$ cat config.mk
export PLATFORM = sky130hd
export DESIGN_NAME = goc_protect
export DESIGN_NICKNAME = d
export VERILOG_FILES = /design/src/goc_pkg.sv /design/src/goc_protect.sv /design/src/goc_sync.sv
export VERILOG_INCLUDE_DIRS = /design/src
export SDC_FILE = /design/constraint.sdc
export NUM_CORES = 1
export LEC_CHECK = 0
export BUFFER_PORTS_ARGS = -buffer_cell sky130_fd_sc_hd__buf_2
export CORE_MARGIN = 1
export CORE_UTILIZATION = 45
export CTS_BUF_LIST = sky130_fd_sc_hd__clkbuf_8 sky130_fd_sc_hd__clkbuf_16
export DETAILED_ROUTE_END_ITERATION = 10
export PLACE_DENSITY = 0.68
export SLEW_MARGIN = 20
export SYNTH_ARGS = -nofsm -noshare
export SYNTH_HDL_FRONTEND = slang
export SYNTH_SLANG_ARGS = --single-unit
$ cat constraint.sdc
create_clock -name sys_clk_i -period 4.67 [get_ports sys_clk_i]
set_input_delay 0.467 -clock sys_clk_i [delete_from_list [all_inputs] [get_ports sys_clk_i]]
set_output_delay 0.467 -clock sys_clk_i [all_outputs]
set_load 0.1 [all_outputs]
$ cat src/goc_map.svh
// Purpose: Named constants for the gate overcurrent protection block
// Assumes: 100 MHz system clock
// Notes:   Mode codes are a local choice
`ifndef GOC_MAP_SVH
`define GOC_MAP_SVH
`define GOC_CLK_MHZ        100
`define GOC_TIMER_US       64
`define GOC_TIMER_CYC      (`GOC_TIMER_US * `GOC_CLK_MHZ)
`define GOC_TMR_W          13
`define GOC_NFET           6
`define GOC_NPH            3
`define GOC_MODE_LIMIT     2'h0
`define GOC_MODE_LATCH     2'h1
`define GOC_MODE_REPORT    2'h2
`define GOC_MODE_OFF       2'h3
`endif

$ cat src/goc_pkg.sv
// Purpose: Types for the gate overcurrent protection block
// Assumes: goc_map.svh holds the numbers
// Notes:   None
package goc_pkg;
  typedef enum logic [1:0] {
    GOC_LIMIT,
    GOC_LATCH,
    GOC_REPORT,
    GOC_OFF
  } goc_mode_t;
endpackage

$ cat src/goc_protect.sv
// Purpose: Overcurrent mode controller for six external transistors
// Assumes: Comparator and PWM pins asynchronous; index 2p = high side, 2p+1 = low side
// Notes:   Quick enable reset arrives already qualified as a pulse input
`timescale 1ns/10ps
`include "goc_map.svh"
module goc_protect (
  input  wire logic                  sys_clk_i,
  input  wire logic                  rst_i,
  input  wire logic [1:0]            overcurrent_behaviour_select_i,
  input  wire logic                  per_cycle_limiting_i,
  input  wire logic                  gate_reset_cmd_i,
  input  wire logic                  quick_enable_reset_i,
  input  wire logic [5:0]            pwm_i,
  input  wire logic [5:0]            vds_trip_i,
  output logic      [5:0]            gate_allow_o,
  output logic      [5:0]            oc_status_o,
  output logic                       fault_status_o,
  output logic                       warning_out_n_o,
  output logic                       shutdown_fault_out_n_o,
  output goc_pkg::goc_mode_t         mode_o
);
  import goc_pkg::*;

  // ------------------------------------------------------------
  // Input synchronisers
  // ------------------------------------------------------------
  logic [5:0] pwm_s;
  logic [5:0] pwm_rise;
  logic [5:0] trip_s;

  genvar g;
  generate
    for (g = 0; g < `GOC_NFET; g = g + 1) begin : g_sync
      goc_sync u_pwm (
        .sys_clk_i (sys_clk_i),
        .rst_i     (rst_i),
        .pin_i     (pwm_i[g]),
        .lvl_o     (pwm_s[g]),
        .rise_o    (pwm_rise[g])
      );
      goc_sync u_trip (
        .sys_clk_i (sys_clk_i),
        .rst_i     (rst_i),
        .pin_i     (vds_trip_i[g]),
        .lvl_o     (trip_s[g]),
        .rise_o    ()
      );
    end
  endgenerate

  // ------------------------------------------------------------
  // Mode decode and trip qualification
  // ------------------------------------------------------------
  goc_mode_t mode;
  logic      clr;
  logic [5:0] off_r;
  logic [5:0] trip;
  logic [5:0] trip_pair;
  logic [5:0] cut;
  logic [5:0] new_trip;
  logic       any_trip;
  logic       second_trip;
  logic       warn_r;
  logic       both_cycled;
  logic [5:0] warn_fets_r;
  logic [5:0] cycled_r;
  logic [`GOC_TMR_W-1:0] tmr_r;
  logic       tmr_done;

  always_comb begin
    unique case (overcurrent_behaviour_select_i)
      `GOC_MODE_LIMIT:  mode = GOC_LIMIT;
      `GOC_MODE_LATCH:  mode = GOC_LATCH;
      `GOC_MODE_REPORT: mode = GOC_REPORT;
      `GOC_MODE_OFF:    mode = GOC_OFF;
    endcase
  end

  assign clr         = gate_reset_cmd_i | quick_enable_reset_i;
  // Only a transistor driven on and not already blanked can trip
  assign trip        = (mode == GOC_OFF) ? 6'h00 : (trip_s & pwm_s & ~off_r);
  assign new_trip    = trip & ~warn_fets_r;
  assign any_trip    = |trip;
  assign second_trip = warn_r & |new_trip;
  // A rise in this very cycle counts, so one PWM cycle per transistor is enough
  assign both_cycled = (((cycled_r | pwm_rise) & warn_fets_r) == warn_fets_r);
  assign tmr_done    = (tmr_r == `GOC_TMR_W'(1));
  // Partner leg of each half-bridge: 2p and 2p+1 swap
  assign trip_pair   = {trip[4], trip[5], trip[2], trip[3], trip[0], trip[1]};
  // Same-cycle cut, so the blanking flop leaves no one-cycle gap
  assign cut         = (mode == GOC_LIMIT) ? trip :
                       (mode == GOC_LATCH) ? (trip | trip_pair) : 6'h00;

  // ------------------------------------------------------------
  // 64 us timer, shared by warning and off-time
  // ------------------------------------------------------------
  always_ff @(posedge sys_clk_i) begin
    if (rst_i || clr) begin
      tmr_r <= '0;
    end else if ((!warn_r && any_trip) || second_trip) begin
      tmr_r <= `GOC_TMR_W'(`GOC_TIMER_CYC);
    end else if (tmr_r != '0) begin
      tmr_r <= tmr_r - `GOC_TMR_W'(1);
    end
  end

  // ------------------------------------------------------------
  // Warning pin tracking
  // ------------------------------------------------------------
  always_ff @(posedge sys_clk_i) begin
    if (rst_i || clr) begin
      warn_r      <= 1'b0;
      warn_fets_r <= '0;
      cycled_r    <= '0;
    end else if (warn_r && tmr_done && !second_trip) begin
      // Expiry goes first, so a comparator held high cannot pin the warning
      warn_r      <= 1'b0;
      warn_fets_r <= '0;
    end else if (any_trip && (mode == GOC_LIMIT || mode == GOC_REPORT)) begin
      // Only a trip on a transistor not yet in the warning wins over an ending window
      warn_r      <= 1'b1;
      warn_fets_r <= warn_r ? (warn_fets_r | trip) : trip;
      cycled_r    <= warn_r ? (cycled_r & ~trip) : '0;
    end else if (warn_r) begin
      cycled_r <= cycled_r | pwm_rise;
      // Report mode has no PWM early end, full pulse only
      if ((mode == GOC_LIMIT && both_cycled && |(pwm_rise & warn_fets_r)) ||
          (mode != GOC_LIMIT && mode != GOC_REPORT)) begin
        warn_r      <= 1'b0;
        warn_fets_r <= '0;
      end
    end
  end

  // ------------------------------------------------------------
  // Per-transistor blanking (limit and latch modes)
  // ------------------------------------------------------------
  always_ff @(posedge sys_clk_i) begin
    if (rst_i || clr) begin
      off_r <= '0;
    end else begin
      for (int i = 0; i < `GOC_NFET; i++) begin
        if (mode == GOC_LATCH) begin
          if (trip[i] || trip[i ^ 1]) begin
            off_r[i] <= 1'b1;
          end
        end else if (mode == GOC_LIMIT) begin
          if (trip[i]) begin
            off_r[i] <= 1'b1;
          end else if (pwm_rise[i]) begin
            off_r[i] <= 1'b0;
          end else if (!per_cycle_limiting_i && tmr_done) begin
            off_r[i] <= 1'b0;
          end
        end else begin
          off_r[i] <= 1'b0;
        end
      end
    end
  end

  // ------------------------------------------------------------
  // Status bits and fault status bit
  // ------------------------------------------------------------
  always_ff @(posedge sys_clk_i) begin
    if (rst_i) begin
      oc_status_o    <= '0;
      fault_status_o <= 1'b0;
    end else begin
      // Trip in the clear cycle still sets
      oc_status_o    <= (clr ? 6'h00 : oc_status_o) | trip;
      fault_status_o <= (clr ? 1'b0 : fault_status_o) |
                        ((mode == GOC_LATCH) & any_trip);
    end
  end

  // ------------------------------------------------------------
  // Output pins, one flop each
  // ------------------------------------------------------------
  always_ff @(posedge sys_clk_i) begin
    if (rst_i) begin
      shutdown_fault_out_n_o <= 1'b1;
    end else begin
      // Pin falls with the trip, not a cycle after the sticky bit
      shutdown_fault_out_n_o <= ~((fault_status_o & ~clr) |
                                  ((mode == GOC_LATCH) & any_trip));
    end
  end

  always_ff @(posedge sys_clk_i) begin
    if (rst_i) begin
      warning_out_n_o <= 1'b1;
    end else begin
      warning_out_n_o <= ~warn_r;
    end
  end

  always_ff @(posedge sys_clk_i) begin
    if (rst_i) begin
      gate_allow_o <= '0;
    end else begin
      gate_allow_o <= ~off_r & ~cut;
    end
  end

  always_ff @(posedge sys_clk_i) begin
    if (rst_i) begin
      mode_o <= GOC_LIMIT;
    end else begin
      mode_o <= mode;
    end
  end
endmodule // goc_protect

$ cat src/goc_sync.sv
// Purpose: Two-flop synchroniser plus rising-edge pulse for one pin
// Assumes: Single clock
// Notes:   First flop read only by second
`timescale 1ns/10ps
module goc_sync (
  input  wire logic sys_clk_i,
  input  wire logic rst_i,
  input  wire logic pin_i,
  output logic      lvl_o,
  output logic      rise_o
);
  logic meta_r;
  logic sync_r;
  logic prev_r;

  always_ff @(posedge sys_clk_i) begin
    if (rst_i) begin
      meta_r <= 1'b0;
      sync_r <= 1'b0;
      prev_r <= 1'b0;
    end else begin
      meta_r <= pin_i;
      sync_r <= meta_r;
      prev_r <= sync_r;
    end
  end

  assign lvl_o  = sync_r;
  assign rise_o = sync_r & ~prev_r;
endmodule // goc_sync

==> flow_summary_export.csv <==
group,metric,value,unit
timing,max-slew-margin-rel,43.4,%
timing,period_needed,2.18,ns
synth,ys.flop_type,"dfxtp_1",
synth,synth_cell_type_count,53,
synth,synth_top_family_by_area,"simple AND/OR/NAND/NOR gates",
synth,synth-compound-area-share,17.5,%
timing,finalClockSkew,0.0103,ns
placed_design,dp_hpwl,4910,um
floorplan,die-area,7630,um2
synth,ys_top_cells_by_area,"dfxtp_1 48%, nor2b_1 7.3%, nor2_1 4.6%",
timing,fin_setup_tns,0,ns
floorplan,ios,36,
synth,avgSynthCellArea,9.26,um2
global_route,grt_overflow,0,
floorplan,row_count,30,
cts,cts_root_buffer,"clkbuf_8",
finish,syn_to_final_growth,13.7,%
timing,drv_slew,0,
routing,routed_wl,7070,um
finish,layout.nets,409,
placed_design,io_buffers,35,
timing,tightest_slew,0.848,ns
routing,drcViolationCount,0,
finish,final_common_cell,"dfxtp_1",
timing,max_freq,459,MHz
placed_design,placed_cells,473,
global_route,grtUsageMet2,32.0,%
power_and_ir_drop,power.leakage,1.43,nW
global_route,grt_max_degree,49,
synth,syn_area,3280,um2
timing,fin_crit_sh,46.7,%
cts,ctsHoldBuffers,0,
cts,clk_latency,0.36,ns
timing,finalSetupViolCount,0,
finish,final_cell_count_no_fill,489,
routing,first_pass_iters,5,
worst_setup_path,timing_worst_setup_path_type,"flip-flop to flip-flop",
floorplan,core_region_area,6910,um2
global_route,grt_busiest_layer,"met2",
cts,path_clk_slew,0.08,ns
worst_setup_path,crit_path_max_fanout,12,
synth,synth_edf_count,0,
run_status,status,"completed",
finish,utilization,54.0,%
routing,ant_nets,0,
synth,synth-async-reset-ratio,0,%
power_and_ir_drop,pwr_density_cell,568,nW/um2
placed_design,routabilityCongestion,0.868,
finish,regMostFlops,"tmr_r",
global_route,use_met1,25.3,%
synth,syn-instance-count,354,
power_and_ir_drop,vdd_drop_max,0.362,mV
cts,cts_resized,0,
cts,cts_max_path_buffers,2,
worst_setup_path,cp-end-kind,"flip-flop",
cts,cts_tree,"yes",
worst_setup_path,start_kind,"flip-flop",
cts,clock-sinks,79,
routing,viasPerCell,5.50,
global_route,grt_usage,20.3,%
cts,post-cts-setup-buffers,0,
cts,cts_max_level,3,
timing,rsz0062_at_grt,"no",
routing,wire_per_inst,14.5,um
synth,synthAdderAreaFrac,0.763,%
finish,largest_reg_flops,13,
floorplan,start_util,47.5,%
worst_setup_path,worst_ep_arrival_time,2.42,ns
min_path,hold_class,"primary input to flip-flop",
synth,synth_mux_area_share,0.344,%
synth,syn-num-nets,375,
routing,vias,2690,
finish,diodes,0,
global_route,groute.layer.met3.usage,5.12,%
global_route,grt_pass1_wl,11800,um
synth,ys_ff_latch,79,
worst_setup_path,cp.required,4.91,ns
synth,synth-simple-area-share,27.6,%
finish,final_cell_mix,"79 x dfxtp_1, 40 x nor2_1, 38 x nor2b_1, 37 x nand2_1, 35 x buf_2",
synth,synth_xor_area_share,2.40,%
cts,tritoncts.num_buffers,9,
global_route,grt_pass1_vias,2521,
synth,synth_top_area_share,48.2,%
global_route,antenna_found_initial,0,
synth,ys_warn_count,0,
floorplan,die_h,87.4,um
run,drv_cap,0,
floorplan,chipWidth,87.4,um
synth,yosys.area.top_type,"dfxtp_1",
timing,hold_viol_final,0,
finish,drive_gt1_share,17.8,%
routing,drt_iter0_markers,250,
timing,whs,0.310,ns
synth,seq_area_frac_synth,48.2,%
worst max-delay path: stages (launching register included):
cell	delay, ns
dfxtp_1	0.36
nor4_4	0.36
nor3b_4	0.39
nand3_1	0.40
and3b_2	0.37
xnor2_1	0.13
nor2_1	0.05
final timing paths:
check	from	endpoint	slack, ns	cells past startpoint
setup / recovery	tmr_r[2]	tmr_r[3]	2.49	6
hold / removal	vds_trip_i[0]	g_sync[0].u_trip.meta_r	0.31	2
setup reg to reg	tmr_r[2]	tmr_r[3]	2.49	6
hold reg to reg	g_sync[2].u_trip.meta_r	g_sync[2].u_trip.lvl_o	0.43	1
synthesized netlist by cell type (all sizes together), types with 7 or more instances:
cell type and instances:
dfxtp 79, nor2 40, nand2 38, nor2b 38
a21oi 29, clkbuf 10, nor3 10, inv 9
a31oi 7, and3b 7, nand3 7, nor3b 7
o21ai 7
power by group:
part	internal [W]	switching [W]	total [W]
Clock	0.000280	0.000256	0.000536
Combinational	0.000350	0.000451	0.000801
Sequential	0.000728	0.0000514	0.000780
per-layer routing:
metal | vias to the layer above | wire length (um)
li1 | 1311 | -
met1 | 1253 | 3220
met2 | 99 | 3230
met3 | 27 | 391
met4 | 0 | 230
met5 | - | 0
layout make-up:
| type | instances | area (um2) |
|---|---|---|
| clock buffer | 11 | 151 |
| timing repair buffer | 36 | 183 |
| fill | 678 | 3180 |
| tap | 96 | 120 |
| multi-input combinational | 253 | 1590 |
| sequential | 79 | 1580 |
| clock inverter | 5 | 63.8 |
| inverter | 9 | 33.8 |
through the flow:
stage	setup WS [ns]	area, um2	power (W)
6_report	2.49	3730	0.00212
5_1_grt	2.20	3730	0.00226
4_1_cts	2.45	3730	0.00213
3_5_place_dp	2.22	3510	0.00159
3_3_place_gp	2.32	3510	0.00155
2_1_floorplan	2.75	3280	0.00148
cells by family after synthesis:
| kind of cell | after synthesis |
|---|---|
| DFF | 79 |
| adders and majority gates | 2 |
| buffers and inverters | 22 |
| muxes | 1 |
| and+or+nand+nor | 165 |
| xor gates and xnor gates | 9 |
| AOI/OAI and AO/OA | 76 |
No activity file was read; power rests on OpenSTA's default activity.
